File: src/design/fpec_defines.vh
// Constants for the flash program and erase control block
`ifndef FPEC_DEFINES_VH
`define FPEC_DEFINES_VH

// Register select codes on the processor write/read port
`define FPEC_SEL_OP_CONTROL    3'h0
`define FPEC_SEL_UNLOCK_KEY    3'h1
`define FPEC_SEL_ADDR_LOW      3'h2
`define FPEC_SEL_ADDR_HIGH     3'h3
`define FPEC_SEL_SRC_LOW       3'h4
`define FPEC_SEL_SRC_HIGH      3'h5

// Operation control field layout
`define FPEC_START_BIT         15
`define FPEC_OP_MSB            3
`define FPEC_OP_LSB            0

// Operation codes
`define FPEC_OP_WORD_PAIR      4'h1
`define FPEC_OP_ROW            4'h2
`define FPEC_OP_PAGE_ERASE     4'h3

// Unlock key values
`define FPEC_KEY_FIRST         8'h55
`define FPEC_KEY_SECOND        8'haa

// Alignment of the effective address (address units, two per instruction)
`define FPEC_PAGE_ALIGN_BITS   10
`define FPEC_ROW_ALIGN_BITS    7
`define FPEC_PAIR_ALIGN_BITS   2

// Reset values
`define FPEC_RST_CONTROL       16'h0000
`define FPEC_RST_ADDR_LOW      16'h0000
`define FPEC_RST_ADDR_HIGH     8'h00
`define FPEC_RST_SRC_LOW       16'h0000
`define FPEC_RST_SRC_HIGH      8'h00

`endif

File: src/design/fpec_unlock.v
// Two-write unlock key sequence detector
`timescale 1ns/1ps
`default_nettype none
`include "fpec_defines.vh"

module fpec_unlock (
    input  wire       sys_clk_i,
    input  wire       resetn_i,
    input  wire       wr_i,
    input  wire       key_sel_i,
    input  wire       start_try_i,
    input  wire [7:0] key_data_i,
    output wire       armed_o
);

    localparam [1:0] ST_LOCKED = 2'h0;
    localparam [1:0] ST_FIRST  = 2'h1;
    localparam [1:0] ST_ARMED  = 2'h2;

    reg [1:0] state_q;
    reg [1:0] state_d;

    ////////////////////////////////////////////////////////////////////////////
    always @* begin
        state_d = state_q;
        if (start_try_i) begin
            state_d = ST_LOCKED;
        end else if (wr_i) begin
            if (!key_sel_i) begin
                // Any other write breaks the sequence
                state_d = ST_LOCKED;
            end else begin
                case (state_q)
                    ST_LOCKED: state_d = (key_data_i == `FPEC_KEY_FIRST) ? ST_FIRST : ST_LOCKED;
                    ST_FIRST: begin
                        if (key_data_i == `FPEC_KEY_SECOND) begin
                            state_d = ST_ARMED;
                        end else if (key_data_i == `FPEC_KEY_FIRST) begin
                            state_d = ST_FIRST;
                        end else begin
                            state_d = ST_LOCKED;
                        end
                    end
                    ST_ARMED: state_d = (key_data_i == `FPEC_KEY_FIRST) ? ST_FIRST : ST_LOCKED;
                    default: state_d = ST_LOCKED;
                endcase
            end
        end
    end

    always @(posedge sys_clk_i or negedge resetn_i) begin
        if (!resetn_i) begin
            state_q <= ST_LOCKED;
        end else begin
            state_q <= state_d;
        end
    end

    assign armed_o = (state_q == ST_ARMED);

endmodule
`default_nettype wire

File: src/design/fpec_top.v
// Flash program and erase control front end
//
// What this block does
// - Control register picks operation type and holds the start bit.
// - Unlock key register is write-only; reads give zero.
// - High and low address registers join into a 24-bit effective address.
// - High address holds upper 8 bits, low address the lower 16.
// - Source address pair holds the data-memory address for row data.
// - Bit 15 starts the operation; hardware clears it on completion.
// - Processor is stalled while an operation runs.
// - Rows are 64 instructions, pages eight rows, both boundary aligned.
`timescale 1ns/1ps
`default_nettype none
`include "fpec_defines.vh"

module fpec_top (
    input  wire        sys_clk_i,
    input  wire        resetn_i,
    // Processor register port
    input  wire        reg_wr_i,
    input  wire [2:0]  reg_sel_i,
    input  wire [15:0] reg_wdata_i,
    output reg  [15:0] reg_rdata_o,
    // Processor hold
    output wire        cpu_stall_o,
    // Flash array side
    output reg         flash_op_start_o,
    output reg  [3:0]  flash_op_code_o,
    output reg  [23:0] flash_target_addr_o,
    output reg  [23:0] flash_src_addr_o,
    input  wire        flash_op_done_i,
    output wire        flash_busy_o
);

    localparam ST_IDLE = 1'b0;
    localparam ST_BUSY = 1'b1;

    reg        state_q;
    reg [15:0] op_control_q;
    reg [15:0] addr_low_q;
    reg [7:0]  addr_high_q;
    reg [15:0] src_low_q;
    reg [7:0]  src_high_q;

    wire       armed;
    wire       ctrl_wr;
    wire       start_try;
    wire       op_valid;
    wire [3:0] op_req;
    wire [23:0] eff_addr;

    ////////////////////////////////////////////////////////////////////////////
    // Clear the low address bits below the page or row boundary; word pair addresses pass through unchanged
    function [23:0] align_addr;
        input [23:0] addr;
        input [3:0]  op;
        begin
            case (op)
                `FPEC_OP_PAGE_ERASE:
                    align_addr = {addr[23:`FPEC_PAGE_ALIGN_BITS],
                                  {`FPEC_PAGE_ALIGN_BITS{1'b0}}};
                `FPEC_OP_ROW:
                    align_addr = {addr[23:`FPEC_ROW_ALIGN_BITS],
                                  {`FPEC_ROW_ALIGN_BITS{1'b0}}};
                default:
                    align_addr = addr;
            endcase
        end
    endfunction

    function is_valid_op;
        input [3:0] op;
        begin
            is_valid_op = (op == `FPEC_OP_WORD_PAIR) || (op == `FPEC_OP_ROW) ||
                          (op == `FPEC_OP_PAGE_ERASE);
        end
    endfunction

    ////////////////////////////////////////////////////////////////////////////
    // Writes other than the key are ignored while busy; the core is held then
    assign ctrl_wr   = reg_wr_i && (reg_sel_i == `FPEC_SEL_OP_CONTROL) && (state_q == ST_IDLE);
    assign start_try = ctrl_wr && reg_wdata_i[`FPEC_START_BIT];
    assign op_req    = reg_wdata_i[`FPEC_OP_MSB:`FPEC_OP_LSB];
    assign op_valid  = is_valid_op(op_req);
    assign eff_addr  = {addr_high_q, addr_low_q};

    fpec_unlock u_unlock (
        .sys_clk_i   (sys_clk_i),
        .resetn_i    (resetn_i),
        .wr_i        (reg_wr_i),
        .key_sel_i   (reg_sel_i == `FPEC_SEL_UNLOCK_KEY),
        .start_try_i (start_try),
        .key_data_i  (reg_wdata_i[7:0]),
        .armed_o     (armed)
    );

    ////////////////////////////////////////////////////////////////////////////
    always @(posedge sys_clk_i or negedge resetn_i) begin
        if (!resetn_i) begin
            state_q             <= ST_IDLE;
            op_control_q        <= `FPEC_RST_CONTROL;
            addr_low_q          <= `FPEC_RST_ADDR_LOW;
            addr_high_q         <= `FPEC_RST_ADDR_HIGH;
            src_low_q           <= `FPEC_RST_SRC_LOW;
            src_high_q          <= `FPEC_RST_SRC_HIGH;
            flash_op_start_o    <= 1'b0;
            flash_op_code_o     <= 4'h0;
            flash_target_addr_o <= 24'h000000;
            flash_src_addr_o    <= 24'h000000;
        end else begin
            flash_op_start_o <= 1'b0;
            case (state_q)
                ST_IDLE: begin
                    if (reg_wr_i) begin
                        case (reg_sel_i)
                            `FPEC_SEL_OP_CONTROL: begin
                                op_control_q <= {1'b0, reg_wdata_i[14:0]};
                                if (start_try && armed && op_valid) begin
                                    op_control_q[`FPEC_START_BIT] <= 1'b1;
                                    state_q             <= ST_BUSY;
                                    flash_op_start_o    <= 1'b1;
                                    flash_op_code_o     <= op_req;
                                    flash_target_addr_o <= align_addr(eff_addr, op_req);
                                    flash_src_addr_o    <= {src_high_q, src_low_q};
                                end
                            end
                            `FPEC_SEL_ADDR_LOW:  addr_low_q  <= reg_wdata_i;
                            `FPEC_SEL_ADDR_HIGH: addr_high_q <= reg_wdata_i[7:0];
                            `FPEC_SEL_SRC_LOW:   src_low_q   <= reg_wdata_i;
                            `FPEC_SEL_SRC_HIGH:  src_high_q  <= reg_wdata_i[7:0];
                            default: ;
                        endcase
                    end
                end
                ST_BUSY: begin
                    if (flash_op_done_i) begin
                        op_control_q[`FPEC_START_BIT] <= 1'b0;
                        state_q <= ST_IDLE;
                    end
                end
                default: state_q <= ST_IDLE;
            endcase
        end
    end

    ////////////////////////////////////////////////////////////////////////////
    always @(posedge sys_clk_i or negedge resetn_i) begin
        if (!resetn_i) begin
            reg_rdata_o <= 16'h0000;
        end else begin
            case (reg_sel_i)
                `FPEC_SEL_OP_CONTROL: reg_rdata_o <= op_control_q;
                `FPEC_SEL_UNLOCK_KEY: reg_rdata_o <= 16'h0000;
                `FPEC_SEL_ADDR_LOW:   reg_rdata_o <= addr_low_q;
                `FPEC_SEL_ADDR_HIGH:  reg_rdata_o <= {8'h00, addr_high_q};
                `FPEC_SEL_SRC_LOW:    reg_rdata_o <= src_low_q;
                `FPEC_SEL_SRC_HIGH:   reg_rdata_o <= {8'h00, src_high_q};
                default:              reg_rdata_o <= 16'h0000;
            endcase
        end
    end

    assign cpu_stall_o  = (state_q == ST_BUSY);
    assign flash_busy_o = (state_q == ST_BUSY);

endmodule
`default_nettype wire

File: config.mk
export PLATFORM = sky130hd
export DESIGN_NAME = fpec_top
export DESIGN_NICKNAME = d
export VERILOG_FILES = /design/src/design/fpec_unlock.v /design/src/design/fpec_top.v
export VERILOG_INCLUDE_DIRS = /design/src /design/src/design
export SDC_FILE = /design/constraint.sdc
export NUM_CORES = 1
export LEC_CHECK = 0
export BUFFER_PORTS_ARGS = -buffer_cell sky130_fd_sc_hd__buf_2
export CAP_MARGIN = 20
export CORE_MARGIN = 4
export CORE_UTILIZATION = 55
export DETAILED_ROUTE_END_ITERATION = 8
export PLACE_DENSITY = 0.85
export SLEW_MARGIN = 25
export SYNTH_ARGS = -nofsm -noshare
export SYNTH_HDL_FRONTEND = slang
export SYNTH_SLANG_ARGS = --single-unit
File: constraint.sdc
create_clock -name sys_clk_i -period 4.4 [get_ports sys_clk_i]
set_input_delay 0.88 -clock sys_clk_i [delete_from_list [all_inputs] [get_ports sys_clk_i]]
set_output_delay 0.88 -clock sys_clk_i [all_outputs]
set_load 0.05 [all_outputs]
---- Word-level counts from Yosys, hierarchy flattened ----
Index checks and enable logic that the tools add are counted.
storage, ports and cells
  memories ................................ 0
  output and inout port bits .............. 71
  bits in latches ......................... 0
  memory bits (read-only) ................. 0
  register bits ........................... 136
  bits of input ports ..................... 23
  bits in writable memories ............... 0
  word-level logic and storage cells ...... 65
cells by class
  multiply operators ...................... 0
  order comparisons ....................... 0
  reductions and logical operators ........ 18
  bitwise gates (word level) .............. 1
  equality and inequality tests ........... 15
  shift-type cells ........................ 0
  $add $sub $neg .......................... 0
  div/mod/pow operators ................... 0
  multiplexer cells ....................... 18
operators with widths
  kind                count
  $pmux 16 s5         1
  $mux 16             2
  $pmux 10 s2         1
  $reduce_and 3->1    6
  $eq 4x2->1 const B  2
  $eq 8x7->1 const B  1
  $eq 8x8->1 const B  1
  $mux 2              4
  $mux 1              7
  $eq 3x2->1 const B  2
  $eq 3x3->1 const B  2
  $ne 2x2->1 const B  3
  $logic_and 1x1->1   5
  $eq 4x1->1 const B  1
  $pmux 1 s2          2
  $pmux 2 s2          1
  $reduce_and 4->1    1
  $eq 3x1->1 const B  1
  $logic_not 3->1     1
  $eq 2x1->1 const B  1
  $eq 2x2->1 const B  1
  $logic_not 2->1     1
  $logic_or 1x1->1    2
  $reduce_bool 2->1   1
  2 further kinds     2

---- Depth between registers and ports, before layout ----
  depth after elaboration ................. 10
  gate-level depth with buffers ........... 6
  gate-level depth less buffers ........... 3

---- Modules after synthesis ----
A second synthesis with hierarchy kept.
unflattened totals
  cells, all modules ...................... 396
  area total of the unflattened synthesis .. 5785.5 um2
modules (own cells, without submodules)
  module       seq. area each (um2)  cells an instance  times used  area an instance (um2)
  fpec_top     3353.2                378                1           5642.9
  fpec_unlock  50.0                  18                 1           142.6

---- Least setup slack after synthesis ----
Ideal clock, no wire load.
  kind .................................... input to register
  start point ............................. input port reg_sel_i[0]
  end point ............................... register flash_src_addr_o[10]
  stages on the path ...................... 6
  setup time .............................. 0.125 ns
  setup slack ............................. 1.957 ns
  arrival ................................. 2.317 ns
  buffers on the path ..................... 3
  required time ........................... 4.275 ns
  cells stage by stage .................... clkbuf_1 > or2_2 > nor4_2 > buf_6 > buf_12 > mux2_4
between the ends
  word-level cells in the longest chain between the ends .. 7
RTL lines
  what                            line            source
  from (decl)                     fpec_top.v:21   input wire [2:0] reg_sel_i,
  $logic_not 3->1 (*)             fpec_top.v:115  case (reg_sel_i)
  $logic_and 1x1->1 (2 in a row)  fpec_top.v:81   assign ctrl_wr = reg_wr_i && (reg_sel_i == `FPEC_SEL_OP_CONTROL) && (state_q == ST_IDLE);
  $logic_and 1x1->1               fpec_top.v:82   assign start_try = ctrl_wr && reg_wdata_i[`FPEC_START_BIT];
  $logic_and 1x1->1 (2 in a row)  fpec_top.v:118  if (start_try && armed && op_valid) begin
  $reduce_and 4->1 (no line) (*)  -
  to (signal assigned)            fpec_top.v:124  flash_src_addr_o <= {src_high_q, src_low_q};
  to (decl)                       fpec_top.v:30   output reg [23:0] flash_src_addr_o,
Mark *: on every way between the ends. The rest lies on a longest branch, timed or not.
A chain may end at the register's enable or synchronous reset.

---- Worst setup path in the final report ----
  start point ............................. input port reg_sel_i[2]
  end point ............................... register addr_low_q[15]
between the ends
  word-level cells in the longest chain between the ends .. 2
RTL lines
  what                        line            source
  $eq 3x2->1                  fpec_top.v:115
  $reduce_and 3->1 (no line)  -
  to (signal assigned)        fpec_top.v:102  addr_low_q <= `FPEC_RST_ADDR_LOW;
  to (signal assigned)        fpec_top.v:127  `FPEC_SEL_ADDR_LOW: addr_low_q <= reg_wdata_i;
  to (decl)                   fpec_top.v:40   reg [15:0] addr_low_q;
No other way between the ends.

==> results_dict.tcl <==
set metrics [dict create \
    netlist_area_um2 5808 \
    clk_latency_ns 0.52 \
    drtAntennaViolNets 0 \
    leakagePower_uw 0.003380 \
    timing.rr.start "cpu_stall_o$_DFF_PN0_" \
    synth-edff-count 0 \
    worstPathRequired_ns 4.80 \
    syn_inst 390 \
    rr_endpoint "addr_low_q[15]$_DFFE_PN0P_" \
    antenna_found_initial 1 \
    drc 0 \
    die_w_um 110.8 \
    cpPeakStageDelay_ns 0.83 \
    wirelength_mm 12.81 \
    grt_overflow 0 \
    rr_worst_depth 3 \
    die-area_um2 12270 \
    yosys_warnings 0 \
    path_depth 4 \
    path_cells "buf_2 > or3b_4 > nor3b_4 > mux2_2" \
    min_period_ns 2.562 \
    synth_cell_types 38 \
    htree_levels 4 \
    ys_seq_elements 136 \
    hold_viol 0 \
    cts_made_buffers 17 \
    dieHeight_um 110.8 \
    grt_pass1_wl_mm 21.08 \
    cts_setup_buffers 0 \
    startpoint_type "primary input" \
    core-area_um2 10320 \
    row_count 37 \
    power.total_uw 3281 \
    setup_viol 0 \
    fin_worst_skew_ns 0.008781 \
    worst_pin_slew_ns 1.053 \
    grt_start_max_net_pins 120 \
    routedWlPerCell_um 20.30 \
    cts_tree "yes" \
    synthFlopType "dfrtp_1" \
    worst_ir_drop_vdd_v 0.0002598 \
    cp_top_family "simple AND/OR/NAND/NOR gates" \
    drive_gt1_frac 0.5101 \
    path_class "in2reg" \
    grt_util_all_layers 0.2183 \
    avgSynthCellArea_um2 14.89 \
    finalCritPeriodShare 0.5822 \
    layout_common_cells "dfrtp_1 (136), buf_2 (92), mux2_2 (70)" \
    status "complete, no violations" \
    hp-class "in2async" \
    clk_path_buf_depth 2 \
    timing.critical_path.buf_inv 1 \
    dp_hpwl_mm 7.977 \
    r2r_slack_ns 2.12 \
    p_per_area_nw_per_um2 476.7 \
    portBuffers 93 \
    holdBufCountCts 0 \
    drt-vias-per-instance 5.599 \
    final_common_cell "dfrtp_1" \
    finalWeightedCongestion 0.8076 \
    cap_violations 0 \
    syn_nets 413 \
    tns_ns 0 \
    clk_pin_slew_worst_paths_ns 0.06 \
    relSlewSlack 0.2972 \
    area_growth_pct 18.50 \
    post_cts_resize_count 0 \
    nets 504 \
    slowest_stage "nor3b_4" \
    start_util 0.5626 \
    grt_pass1_vias 3933 \
    fmax_mhz 390.4 \
    drt-initial-drc-count 238 \
    rsz0062_at_grt "false" \
    pin_count 94 \
    first_pass_iters 4 \
    seq_area_frac_synth 0.5860 \
    cp-end-kind "flop" \
    cts_root_buf "clkbuf_8" \
    cp_max_fo 23 \
    drv_slew 0 \
    vias 3533 \
    clock_sinks 136 \
    ys_async_sr_fraction 1.000 \
    crit_arrival_ns 2.96 \
]
-- cell type report --
type / instances / area (um2)
Clock inverter: 11 / 122.6
Timing Repair Buffer: 96 / 496.7
Antenna cell: 1 / 2.502
Multi-Input combinational cell: 221 / 2195
Sequential cell: 136 / 3403
Tap cell: 136 / 170.2
Clock buffer: 21 / 459.2
Inverter: 9 / 33.78
Fill cell: 705 / 3441
-- Yosys cell counts (2+ instances only) --
cell type	number	area (um2)
nor2b_1	3	18.77
a21o_1	2	15.01
o22ai_1	2	12.51
buf_4	2	15.01
nor2_2	2	12.51
a21oi_1	8	40.04
nor3b_1	3	22.52
inv_1	9	33.78
mux2_4	38	570.6
nor4bb_1	5	50.05
buf_6	2	22.52
or2_2	9	56.30
dfrtp_1	136	3403
a21boi_0	3	22.52
mux2_2	70	788.3
a22oi_1	8	60.06
buf_2	6	30.03
buf_12	4	80.08
o221ai_1	6	52.55
mux2i_1	24	240.2
nand2_1	23	86.33
clkbuf_1	9	33.78
-- metal layers --
layer,up-vias,GRT usage,part of all wire
met1,1815,0.2811,0.44
met3,30,0.05677,0.051
met2,117,0.3523,0.49
met4,0,0.09195,0.023
li1,1571,-,-
met5,-,0,0
-- where the power goes --
group / switching [uW] / internal, uW / leakage [uW]
Sequential: 107 / 1400 / 0.00173
Combinational: 223 / 174 / 0.00138
Clock: 527 / 849 / 0.000276
Total: 858 / 2420 / 0.00338
-- registers in the layout (all words and copies together), names as in the netlist --
register / count
src_low_q: 16
flash_target_addr_o: 24
cpu_stall_o: 1
addr_high_q: 8
flash_src_addr_o: 24
u_unlock.state_q: 2
src_high_q: 8
addr_low_q: 16
flash_op_code_o: 4
reg_rdata_o: 16
op_control_q: 16
flash_op_start_o: 1
-- through the flow --
stage          setup WS, ns  cell area [um2]    util  instances  hold WS (ns)
5_1_grt               1.795             6883  0.6667        631        0.5147
3_5_place_dp          1.332             6296  0.6099        598        0.4936
2_1_floorplan         1.957             5808       -        390        0.4675
4_1_cts               1.868             6878  0.6662        630        0.5061
6_report              1.838             6883  0.6667        631        0.4782
3_3_place_gp          1.404             6296  0.6099        598        0.4859
-- logic make-up (layout without fill, tap and decap cells) --
kind of cell,count (synthesis),count (layout),synth area share
compound gates,33,33,0.04029
simple gates,56,56,0.06075
flops,136,136,0.5860
other cells,0,1,0
buf+inv,33,137,0.03770
mux,132,132,0.2753
-- worst max-delay path by stage --
stage                            start                                to
final                     reg_sel_i[2]        addr_low_q[15]$_DFFE_PN0P_
after global routing      reg_sel_i[2]        addr_low_q[15]$_DFFE_PN0P_
after CTS                 reg_sel_i[2]        addr_low_q[12]$_DFFE_PN0P_
after detailed placement  reg_sel_i[2]        addr_low_q[12]$_DFFE_PN0P_
after global placement    reg_sel_i[2]        addr_low_q[10]$_DFFE_PN0P_
after floorplan           reg_sel_i[0]  flash_src_addr_o[10]$_DFFE_PN0P_
Note: power is estimated with default switching activity, not from simulation.
